## config.mk

```make
export PLATFORM = sky130hd
export DESIGN_NAME = shared_host_regs
export DESIGN_NICKNAME = d
export VERILOG_FILES = /design/src/hdl/shared_host_pkg.sv /design/src/hdl/shared_host_regs.sv
export SDC_FILE = /design/constraint.sdc
export NUM_CORES = 1
export LEC_CHECK = 0
export ABC_AREA = 1
export BUFFER_PORTS_ARGS = -buffer_cell sky130_fd_sc_hd__buf_2
export CAP_MARGIN = 5
export CORE_UTILIZATION = 30
export CTS_CLUSTER_SIZE = 24
export DETAILED_ROUTE_END_ITERATION = 12
export GPL_ROUTABILITY_DRIVEN = 0
export GPL_TIMING_DRIVEN = 0
export PLACE_DENSITY = 0.62
export SYNTH_ARGS = -nofsm -noshare
export SYNTH_HDL_FRONTEND = slang
export SYNTH_SLANG_ARGS = --single-unit
export TNS_END_PERCENT = 100
```

## constraint.sdc

```tcl
create_clock -name mclk -period 0.85 [get_ports mclk]
set_input_delay 0.17 -clock mclk [delete_from_list [all_inputs] [get_ports mclk]]
set_output_delay 0.17 -clock mclk [all_outputs]
set_load 0.05 [all_outputs]
```

## src/hdl/shared_host_pkg.sv

```systemverilog
// constants of the shared host register block
// -----------------------------------------------------------------------------
// What this block does
// - local processor sees every shared byte 8000H-FFFFH; host uses odd addresses only
// - host access selects card when address bits 21-23 are 011 and select code matches
// - shared area: registers 8000H, RAM one A000H, RAM two C000H, E000H unused
// - host write of bit 7 resets card, raises local nmi; local reset clears it
// - identity read: variant bit 7, bit 5 one, card code in bits 0-4
// - host write bit 7 of interrupt register sets or clears enable flip-flop
// - interrupt read: enable bit 7, request bit 6, level bits 4-5, zeros 0-3
// - lock reads busy in bit 7, sets after each read, any write releases
// - line control bits 7 and 6 select internal receive and transmit clocks
// - line control bits 2-5 drive optional outputs, bit 1 TR, bit 0 RS
// - line status bit 5 reflects serial controller channel A wait line
// - line status bits 3-4 optional inputs, bit 2 CS, bit 1 RR, bit 0 DM
// - local write of host doorbell raises host request; host read clears it
// - host write of local doorbell interrupts local processor; local read clears it
// - local io B0H-B3H select counter-timer channels 0-3
// - local io D0H reads upper switch nibble, D1H lower nibble
// - counter-timer channel 2 period is constant times 4.34 or 69.4 microseconds
// - counter-timer channel 2 output clocks serial controller channel B transmitter
// - clock select bits steer baud multiplexer between counter-timer and remote clocks
// - arbiter runs on oscillator 7.3728 MHz divided by two
// -----------------------------------------------------------------------------
package shared_host_pkg;
  // host space
  localparam logic [2:0] host_io_space = 3'b011;
  localparam logic [15:0] host_reset_id_off = 16'h0001;
  localparam logic [15:0] host_int_ctl_off = 16'h0003;
  localparam logic [15:0] host_lock_off = 16'h0005;
  localparam logic [15:0] host_line_off = 16'h0007;
  localparam logic [15:0] host_bell_off = 16'h4801;
  localparam logic [15:0] local_bell_off = 16'h4803;
  // local shared window, upper three address bits
  localparam logic [2:0] reg_region = 3'b100;
  localparam logic [2:0] ram1_region = 3'b101;
  localparam logic [2:0] ram2_region = 3'b110;
  // local io addresses
  localparam logic [7:0] io_serial_base = 8'h70;
  localparam logic [7:0] io_timer_base = 8'hB0;
  localparam logic [7:0] io_switch_hi = 8'hD0;
  localparam logic [7:0] io_switch_lo = 8'hD1;
  // field positions
  localparam int reset_bit = 7;
  localparam int smart_bit = 5;
  localparam int enable_bit = 7;
  localparam int request_bit = 6;
  localparam int busy_bit = 7;
  localparam int rx_clk_bit = 7;
  localparam int tx_clk_bit = 6;
  localparam int wait_bit = 5;
  // reset values
  localparam logic [7:0] line_ctl_reset = 8'h00;
  localparam logic lock_reset = 1'b0;
  // clocking
  localparam real osc_mhz = 7.3728;
  localparam real sys_mhz = osc_mhz / 2.0;
  localparam real tick16_us = 4.34;
  localparam real tick256_us = 69.4;
endpackage

```

## src/hdl/shared_host_regs.sv

```systemverilog
// shared host register block with local decode
`timescale 1ns/1ns
module shared_host_regs #(
  parameter logic [4:0] card_id = 5'h0_0A, // arbitrary value
  parameter logic remote_variant = 1'b0
) (
  // clock and reset
  input wire logic mclk,
  input wire logic rstn,
  // host port, synchronous single cycle strobes
  input wire logic [23:0] host_addr,
  input wire logic host_rd,
  input wire logic host_wr,
  input wire logic [7:0] host_wdata,
  input wire logic [4:0] select_code,
  input wire logic [1:0] int_level,
  output logic [7:0] host_rdata,
  output logic host_sel,
  output logic host_irq,
  // local processor memory and io
  input wire logic [15:0] local_addr,
  input wire logic local_mem_rd,
  input wire logic local_mem_wr,
  input wire logic local_io_rd,
  input wire logic local_io_wr,
  input wire logic [7:0] local_wdata,
  output logic [7:0] local_rdata,
  output logic local_nmi,
  output logic local_irq,
  output logic card_reset,
  // chip selects
  output logic rom_sel,
  output logic ram1_sel,
  output logic ram2_sel,
  output logic [3:0] serial_sel,
  output logic [3:0] timer_sel,
  // switches and line
  input wire logic [7:0] switches,
  input wire logic serial_wait,
  input wire logic [1:0] optional_line_in,
  input wire logic line_cs,
  input wire logic line_rr,
  input wire logic line_dm,
  output logic [3:0] optional_line_out,
  output logic line_tr,
  output logic line_rs,
  // baud clock multiplexer
  input wire logic [1:0] timer_baud,
  input wire logic [1:0] remote_baud,
  input wire logic timer2_out,
  output logic rx_baud_clk,
  output logic tx_baud_clk,
  output logic serial_b_tx_clk
);
  // ---------------------------------------------------------------------------
  // decode
  // ---------------------------------------------------------------------------
  logic host_hit;
  logic [15:0] hoff;
  logic [14:0] lword;
  logic [15:0] host_as_local;
  logic reg_local;
  logic [7:0] reset_id_r;
  logic [7:0] int_ctl_r;
  logic [7:0] lock_r;
  logic [7:0] line_r;
  logic reset_q;
  logic enable_q;
  logic host_req_q;
  logic local_req_q;
  logic busy_q;
  logic [7:0] line_ctl_q;
  logic host_lock_rd;
  logic local_lock_rd;

  assign host_hit = host_addr[23:21] == shared_host_pkg::host_io_space
    && host_addr[20:16] == select_code;
  assign hoff = host_addr[15:0];
  // host word n is local byte 8000H+n; bit 00 must be one
  assign host_as_local = {1'b1, hoff[15:1]};
  assign lword = local_addr[14:0];
  assign reg_local = local_addr[15:13] == shared_host_pkg::reg_region;
  assign host_lock_rd = host_rd && host_hit && hoff == shared_host_pkg::host_lock_off;
  assign local_lock_rd = local_mem_rd && reg_local
    && local_addr == {1'b1, shared_host_pkg::host_lock_off[15:1]};

  // read values shared by both ports
  assign reset_id_r = {remote_variant, 1'b0, 1'b1, card_id};
  assign int_ctl_r = {enable_q, host_req_q, int_level, 4'h0};
  assign lock_r = {busy_q, 7'h00};
  assign line_r = {2'b00, serial_wait, optional_line_in, line_cs, line_rr, line_dm};

  function automatic logic [7:0] reg_read(input logic [15:0] off);
    logic [7:0] v;
    v = 8'h00;
    unique case (off)
      shared_host_pkg::host_reset_id_off: v = reset_id_r;
      shared_host_pkg::host_int_ctl_off: v = int_ctl_r;
      shared_host_pkg::host_lock_off: v = lock_r;
      shared_host_pkg::host_line_off: v = line_r;
      default: v = 8'h00;
    endcase
    return v;
  endfunction

  // ---------------------------------------------------------------------------
  // host side registers
  // ---------------------------------------------------------------------------
  // card reset bit: host sets, local reset routine clears; host write wins
  always_ff @(posedge mclk or negedge rstn) begin
    if (!rstn) begin
      reset_q <= 1'b0;
    end else if (host_wr && host_hit && hoff == shared_host_pkg::host_reset_id_off) begin
      reset_q <= host_wdata[shared_host_pkg::reset_bit];
    end else if (local_mem_wr && reg_local && lword == 15'h0000) begin
      reset_q <= local_wdata[shared_host_pkg::reset_bit];
    end
  end

  always_ff @(posedge mclk or negedge rstn) begin
    if (!rstn) begin
      enable_q <= 1'b0;
    end else if (host_wr && host_hit && hoff == shared_host_pkg::host_int_ctl_off) begin
      enable_q <= host_wdata[shared_host_pkg::enable_bit];
    end
  end

  // lock: host read wins a simultaneous race, local then sees busy
  // arbitration runs on the single system clock, no second domain
  always_ff @(posedge mclk or negedge rstn) begin
    if (!rstn) begin
      busy_q <= shared_host_pkg::lock_reset;
    end else if (host_lock_rd || local_lock_rd) begin
      busy_q <= 1'b1;
    end else if ((host_wr && host_hit && hoff == shared_host_pkg::host_lock_off)
        || (local_mem_wr && reg_local
        && local_addr == {1'b1, shared_host_pkg::host_lock_off[15:1]})) begin
      busy_q <= 1'b0;
    end
  end

  // line control is written by either port; local has priority
  always_ff @(posedge mclk or negedge rstn) begin
    if (!rstn) begin
      line_ctl_q <= shared_host_pkg::line_ctl_reset;
    end else if (local_mem_wr && reg_local
        && local_addr == {1'b1, shared_host_pkg::host_line_off[15:1]}) begin
      line_ctl_q <= local_wdata;
    end else if (host_wr && host_hit && hoff == shared_host_pkg::host_line_off) begin
      line_ctl_q <= host_wdata;
    end
  end

  // ---------------------------------------------------------------------------
  // doorbells, set wins over clear
  // ---------------------------------------------------------------------------
  always_ff @(posedge mclk or negedge rstn) begin
    if (!rstn) begin
      host_req_q <= 1'b0;
    end else if (local_mem_wr && local_addr == {1'b1, shared_host_pkg::host_bell_off[15:1]}) begin
      host_req_q <= 1'b1;
    end else if (host_rd && host_hit && hoff == shared_host_pkg::host_bell_off) begin
      host_req_q <= 1'b0;
    end
  end

  always_ff @(posedge mclk or negedge rstn) begin
    if (!rstn) begin
      local_req_q <= 1'b0;
    end else if (host_wr && host_hit && hoff == shared_host_pkg::local_bell_off) begin
      local_req_q <= 1'b1;
    end else if (local_mem_rd
        && local_addr == {1'b1, shared_host_pkg::local_bell_off[15:1]}) begin
      local_req_q <= 1'b0;
    end
  end

  // ---------------------------------------------------------------------------
  // registered outputs
  // ---------------------------------------------------------------------------
  always_ff @(posedge mclk or negedge rstn) begin
    if (!rstn) begin
      host_rdata <= 8'h00;
      host_sel <= 1'b0;
      host_irq <= 1'b0;
    end else begin
      host_sel <= host_hit && (host_rd || host_wr);
      host_rdata <= (host_rd && host_hit) ? reg_read(hoff) : 8'h00;
      host_irq <= enable_q && host_req_q;
    end
  end

  always_ff @(posedge mclk or negedge rstn) begin
    if (!rstn) begin
      local_rdata <= 8'h00;
    end else if (local_io_rd && local_addr[7:0] == shared_host_pkg::io_switch_hi) begin
      local_rdata <= {4'h0, switches[7:4]};
    end else if (local_io_rd && local_addr[7:0] == shared_host_pkg::io_switch_lo) begin
      local_rdata <= {4'h0, switches[3:0]};
    end else if (local_mem_rd && reg_local) begin
      // a host lock read in the same cycle wins, so local must see busy
      local_rdata <= reg_read({lword[14:0], 1'b1})
        | ((host_lock_rd && local_lock_rd) ? 8'h80 : 8'h00);
    end else begin
      local_rdata <= 8'h00;
    end
  end

  always_ff @(posedge mclk or negedge rstn) begin
    if (!rstn) begin
      local_nmi <= 1'b0;
      local_irq <= 1'b0;
      card_reset <= 1'b0;
    end else begin
      local_nmi <= reset_q;
      card_reset <= reset_q;
      local_irq <= local_req_q;
    end
  end

  // memory selects: host accesses map onto the same bytes
  always_ff @(posedge mclk or negedge rstn) begin
    if (!rstn) begin
      rom_sel <= 1'b0;
      ram1_sel <= 1'b0;
      ram2_sel <= 1'b0;
    end else begin
      rom_sel <= (local_mem_rd || local_mem_wr) && !local_addr[15];
      ram1_sel <= ((local_mem_rd || local_mem_wr)
        && local_addr[15:13] == shared_host_pkg::ram1_region)
        || ((host_rd || host_wr) && host_hit
        && host_as_local[15:13] == shared_host_pkg::ram1_region);
      ram2_sel <= ((local_mem_rd || local_mem_wr)
        && local_addr[15:13] == shared_host_pkg::ram2_region)
        || ((host_rd || host_wr) && host_hit
        && host_as_local[15:13] == shared_host_pkg::ram2_region);
    end
  end

  // exact io decode so no two peripherals are enabled together
  genvar ch;
  generate
    for (ch = 0; ch < 4; ch++) begin : g_io
      always_ff @(posedge mclk or negedge rstn) begin
        if (!rstn) begin
          serial_sel[ch] <= 1'b0;
          timer_sel[ch] <= 1'b0;
        end else begin
          serial_sel[ch] <= (local_io_rd || local_io_wr)
            && local_addr[7:0] == shared_host_pkg::io_serial_base + 8'(ch);
          timer_sel[ch] <= (local_io_rd || local_io_wr)
            && local_addr[7:0] == shared_host_pkg::io_timer_base + 8'(ch);
        end
      end
    end
  endgenerate

  // line outputs and baud multiplexer
  always_ff @(posedge mclk or negedge rstn) begin
    if (!rstn) begin
      optional_line_out <= 4'h0;
      line_tr <= 1'b0;
      line_rs <= 1'b0;
      rx_baud_clk <= 1'b0;
      tx_baud_clk <= 1'b0;
      serial_b_tx_clk <= 1'b0;
    end else begin
      optional_line_out <= line_ctl_q[5:2];
      line_tr <= line_ctl_q[1];
      line_rs <= line_ctl_q[0];
      // clocks resampled on mclk: limits baud clocks to well below mclk/2
      rx_baud_clk <= line_ctl_q[shared_host_pkg::rx_clk_bit] ? timer_baud[1] : remote_baud[1];
      tx_baud_clk <= line_ctl_q[shared_host_pkg::tx_clk_bit] ? timer_baud[0] : remote_baud[0];
      // timer 2 period is set by its own constant; only its output passes here
      serial_b_tx_clk <= timer2_out;
    end
  end
endmodule // shared_host_regs

```

==> results of run 1 <==
-- registers in the layout, summed over array words and instances, names as in the netlist, 4 cells and up --
register           cells
serial_sel             4
host_rdata             8
line_ctl_q             8
local_rdata            8
optional_line_out      4
timer_sel              4
-- cell families (layout without fill, tap and decap cells) --
logic type | count (synthesis) | count (layout) | synth area share
buffers and inverters | 58 | 237 | 0.08667
XOR/XNOR | 1 | 1 | 0.003112
AND/OR/NAND/NOR | 220 | 221 | 0.3831
AO/OA/AOI/OAI | 24 | 24 | 0.04800
multiplexers | 2 | 2 | 0.007999
flip-flops | 53 | 53 | 0.4711
-- cells in the mapped netlist (all sizes together), types with 2 or more instances --
cell    number  area (um2)
o21ai       14       70.06
nand3b       2       15.01
nor3         3       20.02
nor3b        2       15.01
buf          4       41.29
nand2      103       411.6
nor2        53       281.5
a21oi        9       56.31
inv         54       202.7
nand3       41       235.2
dfrtp       53        1326
mux2         2       22.52
nand4       12       75.07
-- per-stage QoR --
step / utilization / hold WS (ps) / cells
6_report: 0.5684 / -115.1 / 646
5_1_grt: 0.5684 / -63.50 / 646
2_1_floorplan: - / -125.6 / 358
4_1_cts: 0.5315 / -88.40 / 631
3_5_place_dp: 0.4189 / 282.6 / 596
3_3_place_gp: 0.4189 / 283.7 / 596
-- layout make-up --
| type | instances | area [um2] |
|---|---|---|
| Tap cell | 108 | 135.1 |
| Fill cell | 775 | 3837 |
| Buffer | 4 | 48.80 |
| Timing Repair Buffer | 171 | 1429 |
| Multi-Input combinational cell | 248 | 1800 |
| Inverter | 54 | 217.7 |
| Clock buffer | 5 | 68.82 |
| Sequential cell | 53 | 1328 |
| Clock inverter | 3 | 26.28 |
-- worst max-delay path, stage by stage, from the launching register on --
cell	delay, ps
dfrtp_2	430
buf_8	120
buf_12	140
-- power by group through the flow --
stage	logic [mW]	registers, mW	clock network (mW)
2_1_floorplan	0.214	2.65	0
3_5_place_dp	0.649	2.59	0
5_1_grt	0.995	2.54	1.64
6_report	0.916	2.54	1.50
4_1_cts	0.826	2.54	1.55
3_3_place_gp	0.634	2.59	0
-- repair_timing --
action,4_1_cts,5_1_grt
resized for setup,186,55
cloned,2,0
setup buffers,27,15
endpoints found under the setup margin,126,73
pin swaps,44,34
hold endpoints to repair,54,53
-- routing by layer --
metal	global-route usage	wire length [um]	vias up
li1	-	-	1492
met1	0.2022	3420	1392
met2	0.3314	4683	110
met3	0.02695	424	15
met4	0.06315	157	0
met5	0	0	-
-- worst paths after layout --
| path | startpoint | end | depth (start not counted) |
|---|---|---|---|
| worst max register to register | line_ctl_q[7] | rx_baud_clk | 1 |
| worst max-delay path | card_reset | local_nmi | 2 |
| min in group mclk | local_addr[15] | rom_sel | 2 |
| worst min-delay path | rstn | host_rdata[4] | 1 |
| max in group asynchronous | rstn | card_reset | 1 |
| worst min register to register | local_req_q | local_irq | 0 |
==> impl_metrics.toml, run 1 <==
[layout]
area_growth_pct = 79.51
final_common_cell = "buf_6"
finalInstanceArea_um2 = 5054
n_antenna_cell = 0
layout_common_cells = "buf_6, buf_2, nand2_1, dfrtp_1, inv_1"
drive_gt1_frac = 0.5855
nNetsFinal = 627

[power]
switchingPower_mw = 1.407
powerDensity_nw_per_um2 = 981.0
power_switching_share = 0.2838
peakVddDrop_v = 0.0007134
p_leak_nw = 2.675
p_comb_frac = 0.185
finalPower_mw = 4.958
seq_power_share = 0.513
p_int_mw = 3.551
p_clk_frac = 0.302

[logic_synthesis]
ys_ff_latch = 53
synth_enable_flop_cells = 0
syn_nets = 448
synth_area_um2 = 2815
yosysWarnings = 0
syn_area_per_cell_um2 = 7.864
ys_types = 31
postSynthCellCount = 358
seq_area_frac_synth = 0.4711
postSynth.asyncResetShare = 1.000
ys.flop_type = "dfrtp_1"

[floorplanning]
die_w_um = 98.87
start_util = 0.3166
die_area_um2 = 9775
coreArea_um2 = 8891
fp-row-count = 34
die_h_um = 98.87
num_io_pins = 131

[timing]
period_needed_ps = 1164
final-setup-viol-count = 72
rsz0062_at_grt = "true"
worst_hold_slack_ps = -115.1
fmax_mhz = 858.9
fin_skew_ps = 2.624
slew_headroom = 0.5646
slew_violations = 0
hold_viol_final = 53
setup_tns_ps = -10710
worst_slew_pin_slew_ps = 653.1
setup_slack_ps = -314.3
layout_worst_path_cycle_share = 1.370

[drt]
routed_via_density = 4.658
drt-initial-drc-count = 110
drc = 0
post_drt_wl_per_cell_um = 13.44
ant_nets = 0
wl_um = 8685
drt_pre_antenna_iters = 4
vias = 3009

[place]
dpl_cell_area_um2 = 3725
dpl_worst_slack_ps = -610.4
port_buffers = 130
detailed_place_hpwl_um = 5995

[cts]
hold_buffers = 1
cts_tree = "built"
clock_latency_ps = 310
cts_sinks = 53
clk_pin_slew_ps = 100
cts-htree-levels = 2
cts_inserted_buffers = 5
clk_path_buf_depth = 2
cts-root-buf = "clkbuf_8"

[critical_path]
endpoint_kind = "primary output"
reg2reg_slack_ps = 40
crit_arrival_ps = 990
worstSetupPathType = "flop to primary output"
crit_required_ps = 680
cp-start-kind = "flop"
cp_max_fo = 2

[global_routing]
grt.total_usage = 0.1767
gr-total-overflow = 0
grt_pass1_vias = 3050
grt_pass1_wl_um = 13580
grt_start_max_net_pins = 54
antenna_found_initial = 0

[run]
maxCapViolCount = 0

[status]
violations = "negative hold slack, negative setup slack"
status = "finished with violations"

[hold_path]
hp-class = "input pin to asynchronous set/reset pin"
Power figures use the tool's default switching activity.
==> run 2: changes to the inputs <==
Settings changed: CTS_CLUSTER_DIAMETER set to 30.
Clock period 0.85 ns to 1.4 ns, I/O delays scaled along.
==> run 2 against run 1 <==
  * The run now ends clean
  * Count of clock-buffer cells in the layout is the same
  * Clock skew is essentially flat
  * Via count shrank 8.9%
  * First-iteration DRC count grew 8.2%
  * Cell area shrank 26%
  * Global-route usage shrank 2.6 points
  * Clock power shrank 30%
  * Die area is the same
  * Critical path depth is the same
  * Final cell count shrank 6.5%
  * Critical path type unchanged
  * Utilization shrank 15 points
  * Total power shrank 40%
==> impl_metrics.toml, run 2 (synthesis results as in run 1) <==
[layout]
nNetsFinal = 585
final_common_cell = "buf_2"
drive_gt1_frac = 0.3488
finalInstanceArea_um2 = 3716
area_growth_pct = 32.00
n_antenna_cell = 0
layout_common_cells = "buf_2, nand2_1, dfrtp_1, inv_1, nor2_1"
largest_registers = "host_rdata x8, line_ctl_q x8, local_rdata x8"
final_cells = 604

[floorplanning]
num_io_pins = 131
start_util = 0.3166
die_w_um = 98.87
die_area_um2 = 9775
die_h_um = 98.87
coreArea_um2 = 8891
fp-row-count = 34

[timing]
layout_worst_path_cycle_share = 0.9370
slew_headroom = 0.2133
rsz0062_at_grt = "false"
fin_skew_ps = 2.510
hold_viol_final = 0
period_needed_ps = 1312
final-setup-viol-count = 0
setup_tns_ps = 0
slew_violations = 0
worst_slew_pin_slew_ps = 1180
fmax_mhz = 762.3

[global_routing]
grt_pass1_vias = 2543
grt_pass1_wl_um = 11560
antenna_found_initial = 0
grt.total_usage = 0.1511
grt_start_max_net_pins = 54
gr-total-overflow = 0

[drt]
drc = 0
drt-initial-drc-count = 119
ant_nets = 0
wl_um = 7326
drt_pre_antenna_iters = 4
routed_via_density = 4.536
post_drt_wl_per_cell_um = 12.13
vias = 2740

[cts]
clock_latency_ps = 300
ctsResizeCount = 0
postCtsSetupRepairBufs = 0
cts-root-buf = "clkbuf_8"
cts_tree = "built"
cts-htree-levels = 2
hold_buffers = 0
cts_inserted_buffers = 5
clk_pin_slew_ps = 100
clk_path_buf_depth = 2
cts_sinks = 53

[run]
maxCapViolCount = 0

[critical_path]
crit_required_ps = 1120
worst_path_max_delay_cell = "dfrtp_1"
path_cells = "buf_4, buf_2"
cp_max_fo = 2
cp-start-kind = "flop"
endpoint_kind = "primary output"
cpPeakStageDelay_ps = 400
crit_arrival_ps = 1030
worstSetupPathType = "flop to primary output"

[power]
peakVddDrop_v = 0.0003880
powerDensity_nw_per_um2 = 795.9
p_leak_nw = 2.221
finalPower_mw = 2.958

[place]
numPlacedInstances = 596
dpl_cell_area_um2 = 3601
detailed_place_hpwl_um = 6023
port_buffers = 130

[status]
status = "completed"

[hold_path]
hp-class = "input pin to flop"
==> run 2: cell count changes in the layout (fill, tap and decap cells not counted), moves of 7 or more <==
cell	change
buf_2	+62
buf_4	-29
buf_6	-66
inv_1	+15
inv_2	-11
nand2_1	+35
nand2_2	-22
nand2_4	-8
nand3_1	+18
nand3_2	-14
nor2_1	+18
nor2_4	-18
o21ai_2	-7
==> run 2: path summary, 6_finish.rpt <==
kind | start | end | slack [ps] | depth (start not counted)
min in group asynchronous | rstn | timer_sel[0] | 210 | 1
max in group asynchronous | rstn | host_rdata[3] | 480 | 1
hold reg to reg | local_req_q | local_irq | 380 | 0
hold / removal | timer2_out | serial_b_tx_clk | 80 | 1
setup reg to reg | line_ctl_q[7] | rx_baud_clk | 570 | 1
setup / recovery | card_reset | local_nmi | 90 | 2
==> run 2: cell type report <==
| cell class | count | area [um2] |
|---|---|---|
| Timing Repair Buffer | 130 | 650.6 |
| Multi-Input combinational cell | 247 | 1245 |
| Tap cell | 108 | 135.1 |
| Inverter | 54 | 202.7 |
| Fill cell | 913 | 5175 |
| Buffer | 4 | 41.29 |
| Sequential cell | 53 | 1326 |
| Clock buffer | 5 | 68.82 |
| Clock inverter | 3 | 46.29 |
==> run 2: routing by layer <==
| metal | up-vias | share of wire | GRT usage | routed length [um] |
|---|---|---|---|---|
| met5 | - | 0 | 0 | 0 |
| met3 | 16 | 0.063 | 0.02837 | 458 |
| met4 | 0 | 0.033 | 0.07348 | 244 |
| met1 | 1214 | 0.44 | 0.1922 | 3252 |
| met2 | 108 | 0.46 | 0.2469 | 3371 |
| li1 | 1402 | - | - | - |
==> run 2: metrics by stage <==
step | hold WS (ps) | worst slack, ps | util
global placement | 357.8 | -159.3 | 0.4050
floorplan | -15.59 | 156.6 | -
CTS | 68.48 | 75.72 | 0.4180
detailed placement | 355.9 | -162.3 | 0.4050
global route | 54.24 | 38.60 | 0.4180
finish | 81.27 | 88.26 | 0.4180
==> run 2: critical path, delay by kind of cell, from the launching register on <==
kind,cells,cell delay [ps]
buffers and inverters,2,330
flip-flops,1,400
==> run 2: power breakdown <==
| part | leakage [nW] | switching, mW | internal [mW] |
|---|---|---|---|
| Sequential | 0.726 | 0.00230 | 1.54 |
| Combinational | 1.44 | 0.220 | 0.142 |
| Clock | 0.0543 | 0.518 | 0.536 |
==> run 3: changes to the inputs <==
Settings changed: CTS_BUF_LIST set to sky130_fd_sc_hd__clkbuf_4.
==> run 3 against run 2 <==
  * Sequential cell count unchanged
  * Largest cell class unchanged
  * Clock power fell by 16%
  * Global-route usage is 0.15 points higher
  * Combinational power about the same
  * Critical path type unchanged
  * Total power down 5.6%
  * Worst hold slack gained 36 ps
  * Die area unchanged
  * Cell area down 0.13%
  * Routed wire length increased by 0.20%
  * Critical path depth unchanged
==> impl_metrics.toml, run 3 (synthesis results as in run 1) <==
[critical_path]
crit_required_ps = 1120
crit_arrival_ps = 1070
cp-start-kind = "flop"
critPathTopFamily = "flip-flops"
endpoint_kind = "primary output"
crit_buf_inv = 2
path_cells = "buf_6, buf_8"
cp_max_fo = 2
reg2reg_slack_ps = 570
worstRegToRegCells = 1
cpPeakStageDelay_ps = 440
rr_startpoint = "line_ctl_q[7]"
worstSetupPathType = "flop to primary output"
rr_endpoint = "rx_baud_clk"
worst_path_max_delay_cell = "dfrtp_1"

[floorplanning]
coreArea_um2 = 8891
die_w_um = 98.87
start_util = 0.3166
num_io_pins = 131
die_h_um = 98.87
die_area_um2 = 9775
fp-row-count = 34

[drt]
post_drt_wl_per_cell_um = 12.13
drt_pre_antenna_iters = 4
wl_met2_um = 3383
drc = 0
vias = 2754
routed_via_density = 4.552
wl_um = 7341
routed.top_layer = "met4"
wl_met1_um = 3270
drt-initial-drc-count = 110
ant_nets = 0
wl_met3_um = 443

[hold_path]
hp-class = "input pin to asynchronous set/reset pin"

[cts]
cts_sinks = 53
clock_latency_ps = 370
cts_inserted_buffers = 5
clk_path_buf_depth = 2
cts_tree = "built"
cts-root-buf = "clkbuf_4"
cts-htree-levels = 2
clk_pin_slew_ps = 160
postCtsSetupRepairBufs = 0

[global_routing]
grt.total_usage = 0.1527
grt_start_max_net_pins = 54
antenna_found_initial = 0
grt_pass1_vias = 2554
gr-total-overflow = 0
grt_pass1_wl_um = 11640

[layout]
drive_gt1_frac = 0.3481
largest_registers = "host_rdata x8, line_ctl_q x8, local_rdata x8"
seqCellArea_um2 = 1326
nNetsFinal = 586
layout_common_cells = "buf_2, nand2_1, dfrtp_1, inv_1, nor2_1"
n_antenna_cell = 0
multiInputGateArea_um2 = 1245
area_growth_pct = 31.82
fill_cells = 917
final_common_cell = "buf_2"

[power]
powerDensity_nw_per_um2 = 752.7
p_leak_nw = 2.214
peakVddDrop_v = 0.0003188

[run]
maxCapViolCount = 0

[place]
dpl_worst_slack_ps = -162.3
port_buffers = 130
detailed_place_hpwl_um = 6023

[timing]
worst_slew_pin_slew_ps = 1168
fin_skew_ps = 7.859
final-setup-viol-count = 0
period_needed_ps = 1347
worst_hold_slack_ps = 117.3
slew_headroom = 0.2213
hold_viol_final = 0
setup_slack_ps = 53.27
slew_violations = 0
fmax_mhz = 742.5
rsz0062_at_grt = "true"
layout_worst_path_cycle_share = 0.9619

[status]
status = "completed"
run 3: cell types whose count changed in the layout (fill, tap and decap cells not counted), sizes merged:
cell,before,now
buf,134,133
clkbuf,5,6
dlygate4sd3,0,1
run 3: area by class of cell:
| class | count | share of cell area |
|---|---|---|
| clock inverters | 3 | 0.01247 |
| repair buffers | 131 | 0.1814 |
| inverters | 54 | 0.05462 |
| well taps | 108 | 0.03641 |
| multi-input cells | 247 | 0.3355 |
| plain buffers | 4 | 0.01214 |
| clock buffers | 5 | 0.01011 |
| flip-flops and latches | 53 | 0.3574 |
run 3: report_power, final:
group / switching [mW] / leakage (nW) / internal, mW
Combinational: 0.221 / 1.45 / 0.144
Clock: 0.507 / 0.0414 / 0.379
Sequential: 0.00224 / 0.726 / 1.54
Total: 0.730 / 2.21 / 2.06
run 3: through the flow:
| step | cells | util | setup TNS [ps] | power, mW | cell area (um2) |
|---|---|---|---|---|---|
| final | 605 | 0.4174 | 0 | 2.793 | 3711 |
| after global routing | 605 | 0.4174 | -9.242 | 2.937 | 3711 |
| after CTS | 605 | 0.4163 | 0 | 2.839 | 3701 |
| after detailed placement | 596 | 0.4050 | -2796 | 1.937 | 3601 |
| after global placement | 596 | 0.4050 | -2246 | 1.928 | 3601 |
| after floorplan | 358 | - | 0 | 1.721 | 2815 |
run 3: repair_timing:
action | 4_1_cts | 5_1_grt
hold buffers | 1 | 0
hold endpoints to repair | 1 | 0
endpoints found under the setup margin | 1 | 1
gates resized for setup | 2 | 3
gates cloned | 0 | 0
run 3: worst max path at each step:
| stage | cells past startpoint | slack [ps] | startpoint | end |
|---|---|---|---|---|
| floorplan | 9 | 160 | local_addr[9] | reset_q |
| global placement | 9 | -160 | local_addr[3] | reset_q |
| detailed placement | 8 | -160 | host_addr[4] | line_ctl_q[3] |
| CTS | 2 | 20 | card_reset | local_nmi |
| global route | 2 | -9 | card_reset | local_nmi |
| finish | 2 | 50 | card_reset | local_nmi |
run 3: per-layer routing:
layer | global-route usage | vias to the layer above
met4 | 0.08152 | 0
li1 | - | 1404
met1 | 0.1931 | 1221
met3 | 0.02837 | 16
met2 | 0.2474 | 113
met5 | 0 | -
